<file path="src/atf_consts.vh">
/*
  Constants for the timer clock and counter front end.
  Assumes inclusion by bare name from the design files.
*/
// Functional notes
// - Core counter is 16 bits; counts up, down, or alternating up/down.
// - Prescaler divides its input by the prescale value plus one, 1 to 65536.
// - New prescale value takes effect only at an update event, including software request.
// - Counter restarts at the end of each cycle: up from 0, down from the auto-reload value, centre turns back.
// - Repetition counter counts reloads; reaching the limit raises the specific event.
// - Slave mode 000b with timer started and mode 2 disabled clocks the prescaler from the bus clock.
// - Slave mode 111b selects external clock mode 1 from the selected trigger.
// - Trigger sources: internal 0-3, ch1 edge, ch1/ch2 polarised, filtered external clock.
// - External clock mode 2 counts selected edges of the filtered external pin.
// - External pin goes through inverter, divider, then filter.
// - Mode 2 enabled with slave mode 111b forces the trigger to filtered external clock.
// - Slave modes 001b, 010b, 011b use channel 1 and 2 inputs as encoder.
// - Four channels, each either capturing from its own or its neighbour's pin, or driving its own pin.
// - Each input is filtered by a 4-bit setting, edge detected, polarity selected.
// - Capture source is own or neighbour polarised input, then an input prescaler.
// - Software reads and writes reach only the preload register.
// - Capture latches counter into shadow, then copies it to preload.
// - Compare copies preload to shadow and compares shadow with the counter.
// - Selected clock and trigger sources are offered as a trigger output.
`ifndef ATF_CONSTS_VH
`define ATF_CONSTS_VH
`define ATF_SMS_INTERNAL 3'h0
`define ATF_SMS_ENC1     3'h1
`define ATF_SMS_ENC2     3'h2
`define ATF_SMS_ENC3     3'h3
`define ATF_SMS_EXT1     3'h7
`define ATF_TS_ITR0      3'h0
`define ATF_TS_ITR1      3'h1
`define ATF_TS_ITR2      3'h2
`define ATF_TS_ITR3      3'h3
`define ATF_TS_CH1ED     3'h4
`define ATF_TS_CH1FP     3'h5
`define ATF_TS_CH2FP     3'h6
`define ATF_TS_EXT_PIN_FILTERED      3'h7
`define ATF_DIR_UP       2'h0
`define ATF_DIR_DOWN     2'h1
`define ATF_DIR_CENTER   2'h2
`define ATF_SEL_OUTPUT   2'h0
`define ATF_SEL_OWN      2'h1
`define ATF_SEL_NEIGH    2'h2
`define ATF_RST_WORD     16'h0000
`endif

</file>
<file path="src/atf_timer.v">
/*
  Timer front end: clock source selection, prescaler, auto-reload counter
  with repetition counter, and four compare/capture channels.
  Assumes all inputs synchronous to core_clk; configuration held steady by software.
*/
`timescale 1ns/1ns
`include "atf_consts.vh"
module atf_timer (
  // Clock and reset
  input  wire        core_clk,
  input  wire        sys_rst,
  // Control
  input  wire        timer_enable,
  input  wire [2:0]  slave_mode_select,
  input  wire [2:0]  trigger_source_select,
  input  wire        ext_clock2_enable,
  input  wire [1:0]  count_direction,
  input  wire        soft_update_request,
  input  wire [15:0] prescale_value,
  input  wire [15:0] auto_reload_value,
  input  wire [7:0]  repetition_limit,
  // External pin and internal triggers
  input  wire        ext_clock_pin,
  input  wire        ext_pin_invert,
  input  wire [1:0]  ext_pin_divider,
  input  wire [3:0]  ext_pin_filter,
  input  wire [3:0]  internal_trigger_n,
  // Channel pins
  input  wire [3:0]  ch_pin_in,
  output reg  [3:0]  ch_pin_out,
  output wire [3:0]  ch_pin_oe_n,
  // Channel configuration, 4 per-channel fields packed
  input  wire [15:0] input_filter_setting,
  input  wire [3:0]  ch_polarity,
  input  wire [7:0]  ch_input_select,
  input  wire [7:0]  input_prescale,
  // Compare/capture preload access
  input  wire [3:0]  ccr_write,
  input  wire [63:0] ccr_wdata,
  output wire [63:0] channel_compare_value,
  output reg  [3:0]  capture_event,
  // Status
  output reg  [15:0] core_counter,
  output reg         count_down_q,
  output reg         update_event,
  output reg         repetition_event,
  output reg         trigger_output
);

  // ----------------------------------------
  // Filter function
  // ----------------------------------------
  function [3:0] flt_len;
    input [3:0] s;
    begin
      flt_len = (s == 4'h0) ? 4'h0 : s;
    end
  endfunction

  // ----------------------------------------
  // External pin path
  // ----------------------------------------
  reg  [3:0] ext_div_cnt_q;
  reg        ext_pin_divided;
  reg        ext_raw_q;
  reg  [3:0] ext_flt_cnt_q;
  reg        ext_pin_filtered;
  reg        ext_pin_filtered_prev_q;
  wire       ext_inv = ext_clock_pin ^ ext_pin_invert;
  reg        ext_inv_q;
  wire       ext_rise = ext_inv & ~ext_inv_q;
  always @(posedge core_clk) begin
    if (sys_rst) begin
      ext_inv_q       <= 1'b0;
      ext_div_cnt_q   <= 4'h0;
      ext_pin_divided <= 1'b0;
      ext_raw_q       <= 1'b0;
      ext_flt_cnt_q   <= 4'h0;
      ext_pin_filtered <= 1'b0;
      ext_pin_filtered_prev_q     <= 1'b0;
    end else begin
      ext_inv_q <= ext_inv;
      if (ext_pin_divider == 2'h0) begin
        ext_pin_divided <= ext_inv;
      end else if (ext_rise) begin
        if (ext_div_cnt_q[2:0] == ((3'h1 << ext_pin_divider) - 3'h1) >> 1 ||
            ext_div_cnt_q[2:0] == (3'h1 << ext_pin_divider) - 3'h1) begin
          ext_pin_divided <= ~ext_pin_divided;
        end
        ext_div_cnt_q <= (ext_div_cnt_q[2:0] == (3'h1 << ext_pin_divider) - 3'h1) ?
                         4'h0 : ext_div_cnt_q + 4'h1;
      end
      ext_raw_q <= ext_pin_divided;
      if (ext_raw_q == ext_pin_filtered) begin
        ext_flt_cnt_q <= 4'h0;
      end else if (ext_flt_cnt_q >= flt_len(ext_pin_filter)) begin
        ext_pin_filtered <= ext_raw_q;
        ext_flt_cnt_q    <= 4'h0;
      end else begin
        ext_flt_cnt_q <= ext_flt_cnt_q + 4'h1;
      end
      ext_pin_filtered_prev_q <= ext_pin_filtered;
    end
  end
  wire ext_pin_filtered_edge = ext_pin_filtered & ~ext_pin_filtered_prev_q;

  // ----------------------------------------
  // Channel input filters and edges
  // ----------------------------------------
  reg  [3:0] ch_raw_q;
  reg  [3:0] ch_flt_q;
  reg  [3:0] ch_flt_prev_q;
  reg  [15:0] ch_flt_cnt_q;
  wire [3:0] ch_pol;
  wire [3:0] ch_pol_edge;
  genvar g;
  generate
    for (g = 0; g < 4; g = g + 1) begin : g_in
      always @(posedge core_clk) begin
        if (sys_rst) begin
          ch_raw_q[g]          <= 1'b0;
          ch_flt_q[g]          <= 1'b0;
          ch_flt_prev_q[g]     <= 1'b0;
          ch_flt_cnt_q[4*g+:4] <= 4'h0;
        end else begin
          ch_raw_q[g]      <= ch_pin_in[g];
          ch_flt_prev_q[g] <= ch_flt_q[g];
          if (ch_raw_q[g] == ch_flt_q[g]) begin
            ch_flt_cnt_q[4*g+:4] <= 4'h0;
          end else if (ch_flt_cnt_q[4*g+:4] >= flt_len(input_filter_setting[4*g+:4])) begin
            ch_flt_q[g]          <= ch_raw_q[g];
            ch_flt_cnt_q[4*g+:4] <= 4'h0;
          end else begin
            ch_flt_cnt_q[4*g+:4] <= ch_flt_cnt_q[4*g+:4] + 4'h1;
          end
        end
      end
      // Polarised level and its active edge
      assign ch_pol[g]      = ch_flt_q[g] ^ ch_polarity[g];
      assign ch_pol_edge[g] = ch_polarity[g] ? (~ch_flt_q[g] & ch_flt_prev_q[g]) :
                                               (ch_flt_q[g] & ~ch_flt_prev_q[g]);
    end
  endgenerate
  wire ch1_edge_detect      = ch_flt_q[0] ^ ch_flt_prev_q[0];
  wire ch1_polarised_to_ch1 = ch_pol_edge[0];
  wire ch2_polarised_to_ch2 = ch_pol_edge[1];

  // ----------------------------------------
  // Trigger and clock source selection
  // ----------------------------------------
  reg  [3:0] itr_prev_q;
  reg        trigger_input;
  always @* begin
    trigger_input = 1'b0;
    if (ext_clock2_enable && slave_mode_select == `ATF_SMS_EXT1) begin
      trigger_input = ext_pin_filtered_edge;
    end else begin
      case (trigger_source_select)
        `ATF_TS_ITR0:  trigger_input = internal_trigger_n[0] & ~itr_prev_q[0];
        `ATF_TS_ITR1:  trigger_input = internal_trigger_n[1] & ~itr_prev_q[1];
        `ATF_TS_ITR2:  trigger_input = internal_trigger_n[2] & ~itr_prev_q[2];
        `ATF_TS_ITR3:  trigger_input = internal_trigger_n[3] & ~itr_prev_q[3];
        `ATF_TS_CH1ED: trigger_input = ch1_edge_detect;
        `ATF_TS_CH1FP: trigger_input = ch1_polarised_to_ch1;
        `ATF_TS_CH2FP: trigger_input = ch2_polarised_to_ch2;
        default:       trigger_input = ext_pin_filtered_edge;
      endcase
    end
  end

  // Encoder: count on ch1 and/or ch2 edges, direction from the other level
  wire enc_a  = ch_pol[0] ^ ch_flt_prev_q[0] ^ ch_polarity[0];
  wire enc_b  = ch_pol[1] ^ ch_flt_prev_q[1] ^ ch_polarity[1];
  wire enc_on = (slave_mode_select == `ATF_SMS_ENC1) ||
                (slave_mode_select == `ATF_SMS_ENC2) ||
                (slave_mode_select == `ATF_SMS_ENC3);
  wire enc_tick = ((slave_mode_select != `ATF_SMS_ENC1) & enc_a) |
                  ((slave_mode_select != `ATF_SMS_ENC2) & enc_b);
  wire enc_down = enc_a ? (ch_pol[0] == ch_pol[1]) : (ch_pol[0] != ch_pol[1]);

  reg prescaler_in_clock;
  always @* begin
    if (!timer_enable) begin
      prescaler_in_clock = 1'b0;
    end else if (enc_on) begin
      prescaler_in_clock = enc_tick;
    end else if (slave_mode_select == `ATF_SMS_EXT1) begin
      prescaler_in_clock = trigger_input;
    end else if (ext_clock2_enable) begin
      prescaler_in_clock = ext_pin_filtered_edge;
    end else begin
      prescaler_in_clock = 1'b1;
    end
  end

  // ----------------------------------------
  // Prescaler, counter, repetition
  // ----------------------------------------
  reg  [15:0] psc_active_q;
  reg  [15:0] psc_cnt_q;
  reg  [7:0]  rep_cnt_q;
  wire        counter_clock = prescaler_in_clock && (psc_cnt_q == psc_active_q);
  wire        go_down = enc_on ? enc_down :
                        (count_direction == `ATF_DIR_DOWN) ||
                        (count_direction == `ATF_DIR_CENTER && count_down_q);
  wire        wrap = counter_clock &&
                     (go_down ? (core_counter == 16'h0000) :
                                (core_counter == auto_reload_value));
  wire        upd = wrap || soft_update_request;
  always @(posedge core_clk) begin
    if (sys_rst) begin
      psc_active_q     <= `ATF_RST_WORD;
      psc_cnt_q        <= `ATF_RST_WORD;
      core_counter     <= `ATF_RST_WORD;
      count_down_q     <= 1'b0;
      rep_cnt_q        <= 8'h00;
      update_event     <= 1'b0;
      repetition_event <= 1'b0;
      itr_prev_q       <= 4'h0;
      trigger_output   <= 1'b0;
    end else begin
      itr_prev_q     <= internal_trigger_n;
      trigger_output <= prescaler_in_clock | trigger_input;
      update_event     <= upd;
      repetition_event <= 1'b0;
      if (upd) begin
        psc_active_q <= prescale_value;
      end
      if (soft_update_request) begin
        psc_cnt_q    <= 16'h0000;
        core_counter <= (go_down && count_direction != `ATF_DIR_CENTER) ?
                        auto_reload_value : 16'h0000;
        rep_cnt_q    <= 8'h00;
      end else if (prescaler_in_clock) begin
        psc_cnt_q <= (psc_cnt_q == psc_active_q) ? 16'h0000 : psc_cnt_q + 16'h0001;
        if (counter_clock) begin
          if (wrap) begin
            if (count_direction == `ATF_DIR_CENTER && !enc_on) begin
              count_down_q <= ~count_down_q;
              core_counter <= go_down ? 16'h0001 : auto_reload_value - 16'h0001;
            end else begin
              core_counter <= go_down ? auto_reload_value : 16'h0000;
            end
            if (rep_cnt_q == repetition_limit) begin
              rep_cnt_q        <= 8'h00;
              repetition_event <= 1'b1;
            end else begin
              rep_cnt_q <= rep_cnt_q + 8'h01;
            end
          end else begin
            core_counter <= go_down ? core_counter - 16'h0001 : core_counter + 16'h0001;
          end
        end
      end
    end
  end

  // ----------------------------------------
  // Compare/capture channels
  // ----------------------------------------
  reg [63:0] ccr_pre_q;
  reg [63:0] ccr_shadow_q;
  reg [11:0] input_prescale_cnt_q;
  assign channel_compare_value = ccr_pre_q;
  generate
    for (g = 0; g < 4; g = g + 1) begin : g_ch
      wire [1:0] sel = ch_input_select[2*g+:2];
      wire       cap_src = (sel == `ATF_SEL_OWN) ? ch_pol_edge[g] :
                           ch_pol_edge[g ^ 1];
      wire       is_in = (sel != `ATF_SEL_OUTPUT);
      wire [2:0] input_prescale_top = (3'h1 << input_prescale[2*g+:2]) - 3'h1;
      wire       cap_fire = is_in && cap_src && (input_prescale_cnt_q[3*g+:3] == input_prescale_top);
      reg        cap_pend_q;
      assign ch_pin_oe_n[g] = is_in;
      always @(posedge core_clk) begin
        if (sys_rst) begin
          ccr_pre_q[16*g+:16]    <= `ATF_RST_WORD;
          ccr_shadow_q[16*g+:16] <= `ATF_RST_WORD;
          input_prescale_cnt_q[3*g+:3]     <= 3'h0;
          cap_pend_q             <= 1'b0;
          capture_event[g]       <= 1'b0;
          ch_pin_out[g]          <= 1'b0;
        end else begin
          capture_event[g] <= cap_pend_q;
          cap_pend_q       <= cap_fire;
          if (is_in && cap_src) begin
            input_prescale_cnt_q[3*g+:3] <= cap_fire ? 3'h0 : input_prescale_cnt_q[3*g+:3] + 3'h1;
          end
          if (is_in) begin
            if (cap_fire) begin
              ccr_shadow_q[16*g+:16] <= core_counter;
            end
            if (cap_pend_q) begin
              ccr_pre_q[16*g+:16] <= ccr_shadow_q[16*g+:16];
            end
            ch_pin_out[g] <= 1'b0;
          end else begin
            if (ccr_write[g]) begin
              ccr_pre_q[16*g+:16] <= ccr_wdata[16*g+:16];
            end
            ccr_shadow_q[16*g+:16] <= ccr_pre_q[16*g+:16];
            ch_pin_out[g] <= (core_counter < ccr_shadow_q[16*g+:16]);
          end
        end
      end
    end
  endgenerate

endmodule // atf_timer

</file>
<file path="config.mk">
export PLATFORM = sky130hd
export DESIGN_NAME = atf_timer
export DESIGN_NICKNAME = d
export VERILOG_FILES = /design/src/atf_timer.v
export VERILOG_INCLUDE_DIRS = /design/src
export SDC_FILE = /design/constraint.sdc
export NUM_CORES = 1
export LEC_CHECK = 0
export BUFFER_PORTS_ARGS = -buffer_cell sky130_fd_sc_hd__buf_2
export CELL_PAD_IN_SITES_DETAIL_PLACEMENT = 1
export CELL_PAD_IN_SITES_GLOBAL_PLACEMENT = 1
export CORE_UTILIZATION = 38
export DETAILED_ROUTE_END_ITERATION = 8
export GPL_ROUTABILITY_DRIVEN = 1
export PLACE_DENSITY = 0.78
export SLEW_MARGIN = 25
export SYNTH_ARGS = -nofsm -noshare
export SYNTH_HDL_FRONTEND = slang
export SYNTH_SLANG_ARGS = --single-unit
</file>
<file path="constraint.sdc">
create_clock -name core_clk -period 4 [get_ports core_clk]
set_clock_uncertainty 0.2 [all_clocks]
set_input_delay 0.8 -clock core_clk [delete_from_list [all_inputs] [get_ports core_clk]]
set_output_delay 0.8 -clock core_clk [all_outputs]
set_load 0.05 [all_outputs]
</file>
==> summary.md <==
| Metric | Value |
|---|---|
| Final Wtd Congestion | 0.8853 |
| DRT Pass-1 Iters | 5 |
| Pin count of the biggest net entering global routing | 82 |
| R2r worst-path depth | 17 |
| Synthesized net count | 2058 |
| RSZ-0062 raised after global routing | false |
| Final setup violation count | 0 |
| Most frequent cells in the layout | 267 x nor2_1, 267 x buf_2, 256 x dfxtp_1 |
| Relative slew slack | 52.31% |
| Setup Slack @ Placement | -0.1512 ns |
| Critical Path End Type | flop |
| Asr flop ratio synth | 0% |
| Std cell rows | 71 |
| Peak VDD IR | 0.2867 mV |
| Comb pwr share | 21.3% |
| CTS tree | built |
| Initial core utilization | 38.85% |
| Xor and xnor area share after synthesis | 6.096% |
| Post-Syn Area | 14740 µm² |
| Min cycle time layout | 3.763 ns |
| Total grt overflow | 0 |
| FF-to-FF End | core_counter[15] |
| PortBufs | 268 |
| Final std cells w/o fill | 2573 |
| Die X | 198.9 µm |
| Post-route setup slack | 0.2373 ns |
| GRT Overall Usage | 23.93% |
| Vias per cell | 5.378 |
| Final period util | 94.07% |
| Ports | 269 |
| Seq pwr share | 40.3% |
| Clk buf depth | 3 |
| Outcome | completed |
| Compound-cell area share of the yosys netlist | 16.72% |
| Syn Inst Count | 1771 |
| Crit start category | flop |
| Clock power share | 38.4% |
| Fillers | 4657 |
| Power per standard cell area | 388.4 nW/µm² |
| Yosys reg bits | 256 |
| Worst r2r src | ch_flt_q[0] |
| Detailed Route Iter0 Violations | 542 |
| WP data required | 4.28 ns |
| Library cells used by synthesis | 81 |
| TNS Setup | 0 ns |
| FMAX | 265.8 MHz |
| Pins Over Slew Limit | 0 |
| Crit path largest cell delay | 0.34 ns |
| EDFF count, synth | 0 |
| Htree depth | 1 |
| Flop2flop setup slack | 0.24 ns |
| Antenna Violating Nets Remaining | 0 |
| Max cap viols | 0 |
| Multi-input logic area | 8791 µm² |
| Initial antenna violation count | 6 |
| Placed insts | 2516 |
| Layout cells sized above 1 | 20.54% |
| Critical Path End | core_counter[15] |
| Simple-gate portion of the synthesized area | 20.15% |
| Vias in the first global route | 14150 |
| Commonest register cell after synthesis | dfxtp_1 |
| Die ar. | 39580 µm² |
| Postcts setup bufs | 0 |
| Overall power | 0.006924 W |
| Layout area overhead | 20.94% |
| Die height | 198.9 µm |
| Critical path type | reg2reg |
| Register area share after synthesis | 34.77% |
| Cell mode on critical path | buf_4 |
| Largest family of logic cells by synthesized area | simple AND/OR/NAND/NOR gates |
| Syn avg cell area | 8.322 µm² |
| WL per Instance | 18.58 µm |
| Slew at the pin closest to its max-slew limit | 0.7153 ns |
| Arrival @ worst endpoint | 4.04 ns |
| Clk sinks | 256 |
| CTS clk-pin slew, worst paths | 0.06 ns |
| Worst path cell trace | inv_1 > ha_1 > xor2_2 > xnor2_2 > a21boi_4 > buf_4 > ha_1 > o21ai_0 > nor2_1 > nor4_1 > buf_4 > o31ai_4 > o41ai_2 > buf_4 > and4_1 > or3_1 > a31oi_1 |
| Psw | 0.002104 W |
| YS warnings | 0 |
| Final hold viol count | 0 |
| Crit path from | ch_flt_q[0] |
| Detailed Place HPWL | 35260 µm |
| Hold Path Class | reg2reg |
| Final net count | 2323 |
| Routed WL | 47800 µm |
| Mux cell area share after synthesis | 6.588% |
| Clk Latency, worst-skew pair | 0.55 ns |
| Slowest cell on the critical path | ha_1 |
| Pleak | 7.669 nW |
| CP Max Fanout | 10 |
| Total core area | 37930 µm² |
| Via count | 13840 |
| DRC | 0 |
| Sw frac | 30.39% |
| Global-route wire length before repair | 75040 µm |
| Reg area | 5125 µm² |
| Synth Area in Adders | 9.729% |
| Power Internal | 0.004819 W |
| Num CTS Buffers | 29 |
| Clk root buf | clkbuf_16 |
==> power groups by stage <==
| stage | Combinational, W | Clock, W | Sequential (W) |
|---|---|---|---|
| after floorplan | 0.000793 | 0 | 0.00299 |
| after global placement | 0.00141 | 0 | 0.00284 |
| after detailed placement | 0.00147 | 0 | 0.00284 |
| after CTS | 0.00148 | 0.00273 | 0.00279 |
| after global routing | 0.00163 | 0.00284 | 0.00280 |
| final | 0.00147 | 0.00266 | 0.00279 |
==> registers in the layout, summed over array words and instances (netlist names), 3 cells and up <==
name / count
ch_flt_prev_q: 4
ext_flt_cnt_q: 4
rep_cnt_q: 8
ext_div_cnt_q: 3
itr_prev_q: 4
ch_flt_cnt_q: 16
psc_cnt_q: 16
capture_event: 4
channel_compare_value: 64
g_ch.cap_pend_q: 4
ch_flt_q: 4
core_counter: 16
ch_pin_out: 4
ch_raw_q: 4
ccr_shadow_q: 64
input_prescale_cnt_q: 12
psc_active_q: 16
==> metrics by stage <==
stage / area [µm²] / utilization [%] / hold slack (ns)
floorplan: 14750 / - / 0.2297
global placement: 16820 / 44.34 / 0.2439
detailed placement: 16820 / 44.34 / 0.2571
CTS: 17770 / 46.84 / 0.2556
global route: 17820 / 46.99 / 0.2715
finish: 17820 / 46.99 / 0.2650
==> worst min path at each step <==
stage | to | from | cells past startpoint
after global placement | ext_flt_cnt_q[0] | ext_flt_cnt_q[0] | 1
final | capture_event[2] | g_ch[2].cap_pend_q | 1
after detailed placement | ch_flt_cnt_q[12] | ch_flt_cnt_q[12] | 1
after global routing | itr_prev_q[3] | internal_trigger_n[3] | 2
after CTS | ch_raw_q[1] | ch_pin_in[1] | 2
after floorplan | ch_flt_cnt_q[0] | ch_flt_cnt_q[0] | 1
==> kinds of logic after synthesis <==
group                    Yosys count
multiplexers                      96
adder cells (fa/ha/maj)          114
XOR/XNOR                         100
flip-flops                       256
AND/OR/NAND/NOR                  657
buffers and inverters            217
AO/OA/AOI/OAI                    331
==> layer usage <==
metal  wire (µm)  share of wire (%)  track usage [%]
met3        1730                3.6            2.238
met4        1299                2.7            8.376
met5           0                  0                0
met1       20950                 44            29.68
met2       23810                 50            42.89
==> final cells by class <==
class | count | share of cell area, %
Tap cell | 511 | 3.587
Antenna cell | 7 | 0.09827
Clock buffer | 47 | 5.068
Clock inverter | 3 | 0.2457
Inverter | 111 | 2.337
Multi-Input combinational cell | 1298 | 49.32
Sequential cell | 256 | 28.75
Timing Repair Buffer | 340 | 10.59
==> synth_stat cells, types with 34 or more instances <==
cell,instances,area [µm²]
mux2i_1,91,910.9
inv_1,107,401.6
xnor2_1,36,315.3
nor3_1,39,195.2
clkbuf_1,88,330.3
a21oi_1,52,260.3
dfxtp_1,256,5125
nor2_1,267,1002
nand2_1,187,701.9
o21ai_0,44,220.2
ha_1,113,1414
nor2b_1,34,212.7
xor2_1,62,543.0
a211oi_1,71,533.0
a311oi_1,67,586.8
==> critical path: cells and delay by family (launching register included) <==
family / cells / cell delay, ns
compound gates: 5 / 0.76
xor+xnor: 2 / 0.43
fa+ha+maj: 2 / 0.66
buf+inv: 4 / 0.56
flops: 1 / 0.33
simple gates: 4 / 0.74
==> repair_timing <==
action,4_1_cts,5_1_grt
endpoints found under the setup margin,0,4
hold buffers,0,0
endpoints found under the hold margin,0,0
gates resized for setup,0,6
No activity file was read; power rests on OpenSTA's default activity.
